**src/core/ecc_seq_pkg.sv**
```systemverilog
// Package for the memory correction and measurement sequencer.
// Assumes a single 20 MHz system clock and a 128 x 16 word memory.
package ecc_seq_pkg;
  localparam int unsigned CLK_HZ = 20000000;
  localparam int unsigned MEM_WORDS = 128;
  localparam int unsigned ADDR_W = 7;
  localparam int unsigned WORD_W = 16;
  localparam int unsigned DATA_W = 11;
  // Word layout: data in 15..5, overall parity at 4, check bits 3..0.
  localparam int unsigned DATA_LSB = 5;
  localparam int unsigned PAR_POS = 4;
  localparam int unsigned CHK_W = 4;
  // Memory word offsets: configuration, thresholds and user scratch.
  localparam logic [6:0] IR_GAIN_CONFIG_A = 7'h00;
  localparam logic [6:0] IR_GAIN_CONFIG_B = 7'h01;
  localparam logic [6:0] AMBIENT_GAIN_CONFIG = 7'h02;
  localparam logic [6:0] MAIN_CONFIG_A = 7'h03;
  localparam logic [6:0] MAIN_CONFIG_B = 7'h04;
  localparam logic [6:0] OSCILLATOR_CONFIG = 7'h05;
  localparam logic [6:0] BANDGAP_CONFIG = 7'h06;
  localparam logic [6:0] AVERAGING_CONFIG = 7'h07;
  localparam logic [6:0] COMPARATOR_ONE_THRESHOLD = 7'h73;
  localparam logic [6:0] COMPARATOR_ONE_HYSTERESIS = 7'h74;
  localparam logic [6:0] RELAY_THRESHOLD = 7'h75;
  localparam logic [6:0] RELAY_HYSTERESIS = 7'h76;
  localparam logic [6:0] USER_SCRATCH_WORDS = 7'h78;
  localparam logic [6:0] CONFIG_LAST = 7'h07;
  // Field positions inside the stored words.
  localparam int unsigned INTERVAL_LSB = 5;   // Four bits 8..5 of word 04h.
  localparam int unsigned IR_OFS_BIT = 12;    // Word 07h.
  localparam int unsigned AMB_OFS_BIT = 11;   // Word 07h.
  localparam int unsigned IR_AVG_LSB = 8;     // Bits 10..8 of word 07h.
  localparam int unsigned AMB_AVG_LSB = 5;    // Bits 7..5 of word 07h.
  localparam int unsigned FATAL_BIT = 1;      // Status nibble bit.
  localparam logic [3:0] STATUS_RESET = 4'h0;
  localparam logic [15:0] RESULT_RESET = 16'h0000;
  // Offset and measurement sample counts, offset durations.
  localparam int unsigned OFS_SMALL_N = 512;
  localparam int unsigned OFS_LARGE_N = 1024;
  localparam int unsigned OFS_SMALL_MS = 75;
  localparam int unsigned OFS_LARGE_MS = 150;
  localparam int unsigned OFS_SMALL_CYC = OFS_SMALL_MS * (CLK_HZ / 1000);
  localparam int unsigned OFS_LARGE_CYC = OFS_LARGE_MS * (CLK_HZ / 1000);
  localparam int unsigned MEAS_MIN_N = 64;
  localparam int unsigned MEAS_MAX_N = 1024;
  // Base offset interval; the selected interval is (select + 1) times this.
  localparam int unsigned INTERVAL_BASE_MS = 1000;
  localparam int unsigned INTERVAL_BASE_CYC =
    INTERVAL_BASE_MS * (CLK_HZ / 1000);
  typedef enum logic [2:0] {
    ST_SCAN_RD = 3'b000,
    ST_SCAN_WR = 3'b001,
    ST_INIT = 3'b011,
    ST_OFFSET = 3'b010,
    ST_MEASURE = 3'b110,
    ST_LINEAR = 3'b111,
    ST_COMPARE = 3'b101
  } seq_state_t;
endpackage : ecc_seq_pkg

```
**src/core/ecc_startup_sequencer.sv**
```systemverilog
// Memory word correction scan, configuration load and main sequencer.
// Assumes samples arrive as one-cycle strobes synchronous to CLK_SYS_IN and
// that the memory port is shared: the host may write only in normal run.
//
// Operation
// - Eleven data bits high, overall parity at bit four, check bits low.
// - Four check bits are parities over fixed subsets of the data bits.
// - Overall parity covers all data bits plus the four check bits.
// - Parity is one when covered bits hold an odd count of ones.
// - Correction scan runs once after reset and reads every address.
// - Single-bit errors are corrected and written back into memory.
// - Double errors leave the word and set the fatal flag, status bit one.
// - After the scan, words 00h to 07h load the configuration registers.
// - Sequencer runs correction, init, offset, measure, linearise, compare.
// - Offset measurement repeats at one of sixteen selectable intervals.
// - Offset measurement averages 512 or 1024 samples per channel.
// - Offset measurement lasts about 75 ms or 150 ms.
// - Outputs hold their last values during offset measurement.
// - Averaged offsets are stored in IR and ambient offset registers.
// - Measurement averages 64 to 1024 samples, set per channel.
// - Offset is subtracted; offset-free results go to result registers.
// - Fatal flag appears at bit one of the separate STATUS_OUT nibble.
module ecc_startup_sequencer
  import ecc_seq_pkg::*;
#(
  parameter int unsigned OFS_SMALL_CYCLES = OFS_SMALL_CYC,
  parameter int unsigned OFS_LARGE_CYCLES = OFS_LARGE_CYC,
  parameter int unsigned INTERVAL_CYCLES = INTERVAL_BASE_CYC
) (
  input wire logic CLK_SYS_IN,
  input wire logic RESET_N_IN,
  input wire logic HOST_WR_IN,
  input wire logic [6:0] HOST_ADDR_IN,
  input wire logic [15:0] HOST_WDATA_IN,
  output logic [15:0] HOST_RDATA_OUT,
  input wire logic IR_SAMPLE_VALID_IN,
  input wire logic [11:0] IR_SAMPLE_IN,
  input wire logic AMB_SAMPLE_VALID_IN,
  input wire logic [11:0] AMB_SAMPLE_IN,
  output logic [15:0] IR_RESULT_OUT,
  output logic [15:0] AMB_RESULT_OUT,
  output logic [15:0] IR_OFFSET_OUT,
  output logic [15:0] AMB_OFFSET_OUT,
  output logic [3:0] STATUS_OUT,
  output logic RESULT_VALID_OUT,
  output logic OFFSET_BUSY_OUT,
  output logic SCAN_DONE_OUT,
  output logic [15:0] CONFIG_WORD_OUT [0:7]
);

  logic [15:0] mem [0:MEM_WORDS-1];
  seq_state_t state_reg, state_next;
  logic [6:0] addr_reg;
  logic fatal_reg;
  logic [15:0] cfg_reg [0:7];
  logic [15:0] ir_ofs_reg, amb_ofs_reg, ir_res_reg, amb_res_reg;
  logic [21:0] ir_acc_reg, amb_acc_reg;
  logic [10:0] ir_cnt_reg, amb_cnt_reg;
  logic [22:0] time_reg;
  logic [28:0] intv_reg;
  logic [15:0] fix_reg;
  logic valid_reg, busy_reg, done_reg;

  // Decode of the word under the scan pointer.
  // The memory is read without a register so each clean word costs one cycle.
  wire [15:0] word = mem[addr_reg];
  wire [10:0] d = word[15:DATA_LSB];
  wire [3:0] c_calc;
  assign c_calc[0] = ^{d[0], d[1], d[3], d[4], d[6], d[8], d[10]};
  assign c_calc[1] = ^{d[0], d[2], d[3], d[5], d[6], d[9], d[10]};
  assign c_calc[2] = ^{d[1], d[2], d[3], d[7], d[8], d[9], d[10]};
  assign c_calc[3] = ^{d[4], d[5], d[6], d[7], d[8], d[9], d[10]};
  wire [3:0] syndrome = c_calc ^ word[CHK_W-1:0];
  // Parity over all sixteen stored bits is zero for a clean word.
  wire par_bad = ^word;
  wire single_err = par_bad;
  wire double_err = (syndrome != 4'h0) && !par_bad;

  // Syndrome value names the codeword position of the wrong bit: positions
  // 1,2,4,8 are check bits, the rest data bits in ascending order.
  function automatic logic [15:0] flip_mask(input logic [3:0] s);
    logic [15:0] m;
    m = 16'h0000;
    case (s)
      4'h0: m = 16'h0010; // Only the overall parity bit is wrong.
      4'h1: m = 16'h0001;
      4'h2: m = 16'h0002;
      4'h4: m = 16'h0004;
      4'h8: m = 16'h0008;
      4'h3: m = 16'h0020;
      4'h5: m = 16'h0040;
      4'h6: m = 16'h0080;
      4'h7: m = 16'h0100;
      4'h9: m = 16'h0200;
      4'hA: m = 16'h0400;
      4'hB: m = 16'h0800;
      4'hC: m = 16'h1000;
      4'hD: m = 16'h2000;
      4'hE: m = 16'h4000;
      4'hF: m = 16'h8000;
      default: m = 16'h0000;
    endcase
    return m;
  endfunction

  // Configuration fields steering the sequencer.
  // Fields are taken from the raw coded words, so data bits sit at 15..5.
  wire [3:0] intv_sel = cfg_reg[4][INTERVAL_LSB+3:INTERVAL_LSB];
  wire ir_large = cfg_reg[7][IR_OFS_BIT];
  wire amb_large = cfg_reg[7][AMB_OFS_BIT];
  wire [10:0] ir_ofs_n = ir_large ? 11'(OFS_LARGE_N) : 11'(OFS_SMALL_N);
  wire [10:0] amb_ofs_n = amb_large ? 11'(OFS_LARGE_N) : 11'(OFS_SMALL_N);
  // Measurement count is 64 shifted by the 3-bit select, capped at 1024.
  wire [2:0] ir_avg_sel = cfg_reg[7][IR_AVG_LSB+2:IR_AVG_LSB];
  wire [2:0] amb_avg_sel = cfg_reg[7][AMB_AVG_LSB+2:AMB_AVG_LSB];
  wire [2:0] ir_sh = (ir_avg_sel > 3'h4) ? 3'h4 : ir_avg_sel;
  wire [2:0] amb_sh = (amb_avg_sel > 3'h4) ? 3'h4 : amb_avg_sel;
  wire [10:0] ir_meas_n = 11'(MEAS_MIN_N) << ir_sh;
  wire [10:0] amb_meas_n = 11'(MEAS_MIN_N) << amb_sh;
  wire offset_phase = (state_reg == ST_OFFSET);
  wire [10:0] ir_goal = offset_phase ? ir_ofs_n : ir_meas_n;
  wire [10:0] amb_goal = offset_phase ? amb_ofs_n : amb_meas_n;
  wire ir_full = (ir_cnt_reg == ir_goal);
  wire amb_full = (amb_cnt_reg == amb_goal);
  // Offset phase also waits for the documented duration.
  wire [22:0] ofs_time = (ir_large || amb_large) ?
    23'(OFS_LARGE_CYCLES) : 23'(OFS_SMALL_CYCLES);
  wire ofs_time_up = (time_reg >= ofs_time);
  wire [28:0] intv_goal = 29'(INTERVAL_CYCLES) * (29'(intv_sel) + 29'h1);
  wire intv_due = (intv_reg >= intv_goal);
  wire collecting = (state_reg == ST_OFFSET) || (state_reg == ST_MEASURE);
  wire ir_take = collecting && IR_SAMPLE_VALID_IN && !ir_full;
  wire amb_take = collecting && AMB_SAMPLE_VALID_IN && !amb_full;
  // Mean by shift; counts are powers of two so no divider is needed.
  wire [3:0] ir_log = offset_phase ? (ir_large ? 4'hA : 4'h9) :
    (4'h6 + {1'b0, ir_sh});
  wire [3:0] amb_log = offset_phase ? (amb_large ? 4'hA : 4'h9) :
    (4'h6 + {1'b0, amb_sh});
  wire [15:0] ir_mean = 16'(ir_acc_reg >> ir_log);
  wire [15:0] amb_mean = 16'(amb_acc_reg >> amb_log);
  wire [15:0] ir_free = ir_mean - ir_ofs_reg;
  wire [15:0] amb_free = amb_mean - amb_ofs_reg;
  wire host_wr_ok = HOST_WR_IN && (state_reg != ST_SCAN_RD) &&
    (state_reg != ST_SCAN_WR) && (state_reg != ST_INIT);

  // Main sequencer; the scan states are entered only from reset.
  // Host writes are refused until the load is done, because a write during
  // the scan could race the write-back of a corrected word.
  always_comb begin
    state_next = state_reg;
    case (state_reg)
      ST_SCAN_RD: begin
        if (single_err) begin
          state_next = ST_SCAN_WR;
        end else if (addr_reg == 7'(MEM_WORDS - 1)) begin
          state_next = ST_INIT;
        end
      end
      ST_SCAN_WR: state_next = (addr_reg == 7'(MEM_WORDS - 1)) ?
        ST_INIT : ST_SCAN_RD;
      ST_INIT: if (addr_reg == CONFIG_LAST) state_next = ST_OFFSET;
      ST_OFFSET: if (ir_full && amb_full && ofs_time_up) begin
        state_next = ST_MEASURE;
      end
      ST_MEASURE: if (ir_full && amb_full) state_next = ST_LINEAR;
      ST_LINEAR: state_next = ST_COMPARE;
      ST_COMPARE: state_next = intv_due ? ST_OFFSET : ST_MEASURE;
      default: state_next = ST_SCAN_RD;
    endcase
  end

  // Memory has no reset; its content survives power-on reset by nature.
  // A plain always is used because the cells are non-volatile and may be
  // placed from outside this process before reset is released.
  always @(posedge CLK_SYS_IN) begin
    if (state_reg == ST_SCAN_WR) begin
      mem[addr_reg] <= fix_reg;
    end else if (host_wr_ok) begin
      mem[HOST_ADDR_IN] <= HOST_WDATA_IN;
    end
  end

  // Scan pointer, fatal flag and configuration load.
  // A single error costs a second cycle for the write-back; the pointer
  // only moves on once the corrected word is stored.
  always_ff @(posedge CLK_SYS_IN or negedge RESET_N_IN) begin
    if (!RESET_N_IN) begin
      state_reg <= ST_SCAN_RD;
      addr_reg <= 7'h00;
      fatal_reg <= 1'b0;
      fix_reg <= 16'h0000;
      done_reg <= 1'b0;
      for (int i = 0; i < 8; i++) cfg_reg[i] <= 16'h0000;
    end else begin
      state_reg <= state_next;
      if (state_reg == ST_SCAN_RD) begin
        fix_reg <= word ^ flip_mask(syndrome);
        if (double_err) fatal_reg <= 1'b1;
        if (!single_err) addr_reg <= addr_reg + 7'h01;
      end else if (state_reg == ST_SCAN_WR) begin
        addr_reg <= addr_reg + 7'h01;
      end else if (state_reg == ST_INIT) begin
        cfg_reg[addr_reg[2:0]] <= word;
        addr_reg <= addr_reg + 7'h01;
        done_reg <= (addr_reg == CONFIG_LAST);
      end
    end
  end

  // Sample accumulation, offsets and offset-free results.
  // Accumulators are 22 bits: 1024 samples of 12 bits fit them exactly.
  // Samples that arrive after a channel is full are dropped, not queued.
  always_ff @(posedge CLK_SYS_IN or negedge RESET_N_IN) begin
    if (!RESET_N_IN) begin
      ir_acc_reg <= 22'h000000;
      amb_acc_reg <= 22'h000000;
      ir_cnt_reg <= 11'h000;
      amb_cnt_reg <= 11'h000;
      ir_ofs_reg <= RESULT_RESET;
      amb_ofs_reg <= RESULT_RESET;
      ir_res_reg <= RESULT_RESET;
      amb_res_reg <= RESULT_RESET;
      valid_reg <= 1'b0;
    end else begin
      valid_reg <= 1'b0;
      if (ir_take) begin
        ir_acc_reg <= ir_acc_reg + 22'(IR_SAMPLE_IN);
        ir_cnt_reg <= ir_cnt_reg + 11'h001;
      end
      if (amb_take) begin
        amb_acc_reg <= amb_acc_reg + 22'(AMB_SAMPLE_IN);
        amb_cnt_reg <= amb_cnt_reg + 11'h001;
      end
      if (state_reg != state_next && collecting) begin
        ir_acc_reg <= 22'h000000;
        amb_acc_reg <= 22'h000000;
        ir_cnt_reg <= 11'h000;
        amb_cnt_reg <= 11'h000;
        if (offset_phase) begin
          ir_ofs_reg <= ir_mean;
          amb_ofs_reg <= amb_mean;
        end else begin
          ir_res_reg <= ir_free;
          amb_res_reg <= amb_free;
          valid_reg <= 1'b1;
        end
      end
    end
  end

  // Offset duration timer and interval timer between offset runs.
  // The interval timer is 29 bits: sixteen base intervals at the full clock
  // rate overflow 28 bits and would wrap to a far shorter interval.
  always_ff @(posedge CLK_SYS_IN or negedge RESET_N_IN) begin
    if (!RESET_N_IN) begin
      time_reg <= 23'h000000;
      intv_reg <= 29'h00000000;
    end else begin
      time_reg <= offset_phase ? (ofs_time_up ? time_reg :
        time_reg + 23'h000001) : 23'h000000;
      intv_reg <= offset_phase ? 29'h00000000 :
        (intv_due ? intv_reg : intv_reg + 29'h00000001);
    end
  end

  // Registered outputs; results only change when a measurement completes,
  // so they hold through any offset run.
  // Status bits other than the fatal flag are spare and read as zero.
  always_ff @(posedge CLK_SYS_IN or negedge RESET_N_IN) begin
    if (!RESET_N_IN) begin
      IR_RESULT_OUT <= RESULT_RESET;
      AMB_RESULT_OUT <= RESULT_RESET;
      IR_OFFSET_OUT <= RESULT_RESET;
      AMB_OFFSET_OUT <= RESULT_RESET;
      STATUS_OUT <= STATUS_RESET;
      RESULT_VALID_OUT <= 1'b0;
      OFFSET_BUSY_OUT <= 1'b0;
      SCAN_DONE_OUT <= 1'b0;
      HOST_RDATA_OUT <= 16'h0000;
      for (int i = 0; i < 8; i++) CONFIG_WORD_OUT[i] <= 16'h0000;
    end else begin
      if (!offset_phase) begin
        IR_RESULT_OUT <= ir_res_reg;
        AMB_RESULT_OUT <= amb_res_reg;
        RESULT_VALID_OUT <= valid_reg;
      end else begin
        RESULT_VALID_OUT <= 1'b0;
      end
      IR_OFFSET_OUT <= ir_ofs_reg;
      AMB_OFFSET_OUT <= amb_ofs_reg;
      STATUS_OUT <= {2'b00, fatal_reg, 1'b0};
      OFFSET_BUSY_OUT <= offset_phase;
      SCAN_DONE_OUT <= done_reg || SCAN_DONE_OUT;
      HOST_RDATA_OUT <= mem[HOST_ADDR_IN];
      for (int i = 0; i < 8; i++) CONFIG_WORD_OUT[i] <= cfg_reg[i];
    end
  end

endmodule // ecc_startup_sequencer

```
**config.mk**
```make
export PLATFORM = sky130hd
export DESIGN_NAME = ecc_startup_sequencer
export DESIGN_NICKNAME = d
export VERILOG_FILES = /design/src/core/ecc_seq_pkg.sv /design/src/core/ecc_startup_sequencer.sv
export SDC_FILE = /design/constraint.sdc
export NUM_CORES = 2
export LEC_CHECK = 0
export BUFFER_PORTS_ARGS = -buffer_cell sky130_fd_sc_hd__buf_2
export CAP_MARGIN = 10
export CORE_ASPECT_RATIO = 1.5
export CORE_MARGIN = 4
export CORE_UTILIZATION = 50
export CTS_CLUSTER_DIAMETER = 120
export DETAILED_ROUTE_END_ITERATION = 7
export PLACE_DENSITY = 0.66
export SYNTH_ARGS = -nofsm -noshare
export SYNTH_HDL_FRONTEND = slang
export SYNTH_SLANG_ARGS = --single-unit
export TNS_END_PERCENT = 50
```
**constraint.sdc**
```tcl
create_clock -name CLK_SYS_IN -period 12 [get_ports CLK_SYS_IN]
set_input_delay 0.6 -clock CLK_SYS_IN [delete_from_list [all_inputs] [get_ports CLK_SYS_IN]]
set_output_delay 0.6 -clock CLK_SYS_IN [all_outputs]
set_load 0.01 [all_outputs]
```
==> results.sh <==
export IMPL_peakVddDrop_mv=0.1308
export IMPL_seq_area_sq_um=75310
export IMPL_hold_viol_final=0
export IMPL_fill_cells=18500
export IMPL_vias_per_cell=6.645
export IMPL_hold_depth=3
export IMPL_p_int_uw=14150
export IMPL_die_h_um=610.5
export IMPL_pwr_share_comb=0.036
export IMPL_ff2ff_path_depth=30
export IMPL_status="finished, violations left"
export IMPL_grt_pass1_vias=72850
export IMPL_ios=267
export IMPL_ys_top_cells_by_count="edfxtp_1 (2048), mux4_2 (1098), nand2_1 (562)"
export IMPL_setup_violations=0
export IMPL_critical_path_class="reg2reg"
export IMPL_r2r_end="ir_acc_reg[19]"
export IMPL_r2r_start="cfg_reg[53]"
export IMPL_ys_types=96
export IMPL_crit_arrival_ns=8.35
export IMPL_grt_max_degree=152
export IMPL_fin_hold_ws_ns=0.08187
export IMPL_rsz0062_at_grt="no"
export IMPL_cts_tree="built"
export IMPL_die_area_sq_um=250100
export IMPL_ys_ff_latch=2599
export IMPL_dp_hpwl_um=235000
export IMPL_start_util=0.5041
export IMPL_drt_pass1_iterations=6
export IMPL_maxCapViolations=1
export IMPL_cts_resized=0
export IMPL_routedWlPerCell_um=34.45
export IMPL_synth_area_leader_cell="edfxtp_1"
export IMPL_netSwitchingFraction=0.2117
export IMPL_grt_pass1_wl_um=525700
export IMPL_hold_buffers=1
export IMPL_yosys_most_used_dff="edfxtp_1"
export IMPL_port_buffers=263
export IMPL_min_from="AMB_SAMPLE_IN[0]"
export IMPL_violations="capacitance limit"
export IMPL_syn_inst=6908
export IMPL_finalWirelength_um=366900
export IMPL_slew_headroom=0.01627
export IMPL_synth_most_common_cell="edfxtp_1"
export IMPL_yosys_warnings=0
export IMPL_synth_top_area_frac=0.5082
export IMPL_drt_initial_drc_count=8484
export IMPL_cts_buffer_depth=4
export IMPL_p_switching_uw=3801
export IMPL_htreeDepth=4
export IMPL_crit_required_ns=12.75
export IMPL_netlist_area_sq_um=121000
export IMPL_start_kind="flip-flop"
export IMPL_p_leak_uw=0.04783
export IMPL_grt_usage=0.2927
export IMPL_synth_async_reset_ratio=0.2120
export IMPL_overflow=0
export IMPL_tightest_slew_ns=1.453
export IMPL_path_clk_slew_ns=0.07
export IMPL_hold_path_end="amb_acc_reg[0]"
export IMPL_fin_crit_ns=7.601
export IMPL_layout_drive_gt1_share=0.3119
export IMPL_area_growth_pct=11.07
export IMPL_hold_path_class="in2reg"
export IMPL_drc=0
export IMPL_synth_seq_area_share=0.6222
export IMPL_vias=70770
export IMPL_ys_top_cells_by_area="edfxtp_1 (51%), mux4_2 (20%), dfrtp_1 (11%)"
export IMPL_fmax_ghz=0.1316
export IMPL_placementRows=220
export IMPL_largest_reg_flops=2048
export IMPL_crit_path_max_incr_delay_ns=0.64
export IMPL_maxSlewViolCount=0
export IMPL_fin_skew_ns=0.07752
export IMPL_die_w_um=409.7
export IMPL_reg2reg_slack_ns=4.40
export IMPL_end_kind="flip-flop"
export IMPL_finalPower_uw=17960
export IMPL_power_frac_seq=0.535
export IMPL_antenna_found_initial=26
export IMPL_coreArea_sq_um=240000
export IMPL_pre_cts_slack_ns=4.366
export IMPL_root_buffer="clkbuf_16"
export IMPL_clock_latency_ns=0.94
export IMPL_avgSynthCellArea_sq_um=17.52
export IMPL_ant_nets=0
export IMPL_gp_congestion=0.9040
export IMPL_power_density_nw_per_um2=133.6
export IMPL_period_share=0.6334
export IMPL_finalNetCount=7404
export IMPL_cp_slowest_cell="dfrtp_1"
export IMPL_fin_setup_tns_ns=0
export IMPL_multi_input_area_sq_um=43320
export IMPL_cts_inserted_buffers=241
export IMPL_p_clk_frac=0.429
export IMPL_fin_ws_ns=4.399
export IMPL_cts_setup_buffers=0
export IMPL_clock_sinks=2599
export IMPL_synth_edf_count=2048
export IMPL_worstPathMaxFanout=45
-- placed cells by master, fill, tap and decap left out, drive strengths merged, types with 9 or more instances in the layout --
cell	n
buf	517
o31ai	9
clkinvlp	12
nor3	41
bufinv	15
mux2	126
a22oi	19
and2	26
nand2	562
clkinv	93
or3	15
nor2b	39
a221oi	73
o22ai	62
a31oi	12
a21o	28
xor2	68
o221ai	22
xnor2	115
nor4	12
mux4	1116
edfxtp	2048
diode	24
a22o	14
a21oi	150
nand4	30
inv	130
nand3	70
a211oi	37
clkbuf	306
mux2i	262
ha	132
a21boi	11
o21bai	22
or2	10
and3	35
dfrtp	551
nand2b	32
o21ai	132
nor2	352
-- layout make-up --
cell class / instances / area share
timing repair buffer: 519 / 0.02568
clock inverter: 132 / 0.007997
sequential: 2599 / 0.5603
clock buffer: 305 / 0.04998
inverter: 118 / 0.003295
tap: 3219 / 0.02997
antenna: 24 / 0.0004468
multi-input combinational: 3734 / 0.3223
-- how the worst max path moves through the flow --
| stage | slack [ns] | cells after the start | start | endpoint |
|---|---|---|---|---|
| finish | 4.40 | 30 | cfg_reg[53] | ir_acc_reg[19] |
| global route | 3.71 | 29 | cfg_reg[53] | intv_reg[7] |
| CTS | 4.33 | 30 | cfg_reg[53] | amb_acc_reg[2] |
| detailed placement | 4.37 | 30 | cfg_reg[53] | amb_acc_reg[2] |
| global placement | 4.38 | 30 | cfg_reg[53] | ir_acc_reg[20] |
| floorplan | 4.81 | 31 | cfg_reg[53] | intv_reg[25] |
-- critical path: cells and delay by family, from the launching register on --
| family | cells | cell delay [ns] |
|---|---|---|
| AO/OA/AOI/OAI | 14 | 2.58 |
| adder cells (fa/ha/maj) | 7 | 2.43 |
| buffers and inverters | 5 | 0.89 |
| flip-flops | 1 | 0.64 |
| XOR/XNOR | 2 | 0.57 |
| AND/OR/NAND/NOR | 2 | 0.30 |
-- power groups by stage --
stage,Clock [uW],Combinational (uW),Sequential (uW)
2_1_floorplan,0,370,9810
3_3_place_gp,0,644,9800
3_5_place_dp,0,646,9800
4_1_cts,7790,648,9610
5_1_grt,8170,667,9610
6_report,7700,646,9610
-- metal layers --
layer,vias to the layer above,track usage,part of all wire
met5,-,0,0.000071
met4,4,0.2078,0.086
met3,989,0.04948,0.081
met2,3919,0.4788,0.49
met1,37340,0.3551,0.34
li1,28510,-,-
-- logic make-up (layout without fill, tap and decap cells) --
logic type,after synthesis,in the layout,share of synthesized area
flip-flops,2599,2599,0.6222
multiplexers,1504,1504,0.2417
AND/OR/NAND/NOR,1252,1252,0.04543
AO/OA/AOI/OAI,647,647,0.03564
buffers and inverters,577,1074,0.02581
XOR/XNOR,188,188,0.01432
adder cells (fa/ha/maj),140,140,0.01489
other,1,27,0.00003099
-- stage by stage --
step,utilization,cell area [sq um],cells
after floorplan,-,121000,6910
after global placement,0.5270,126500,10180
after detailed placement,0.5271,126500,10190
after CTS,0.5596,134300,10620
after global routing,0.5598,134400,10630
final,0.5599,134400,10650
No activity file was read; power rests on OpenSTA's default activity.
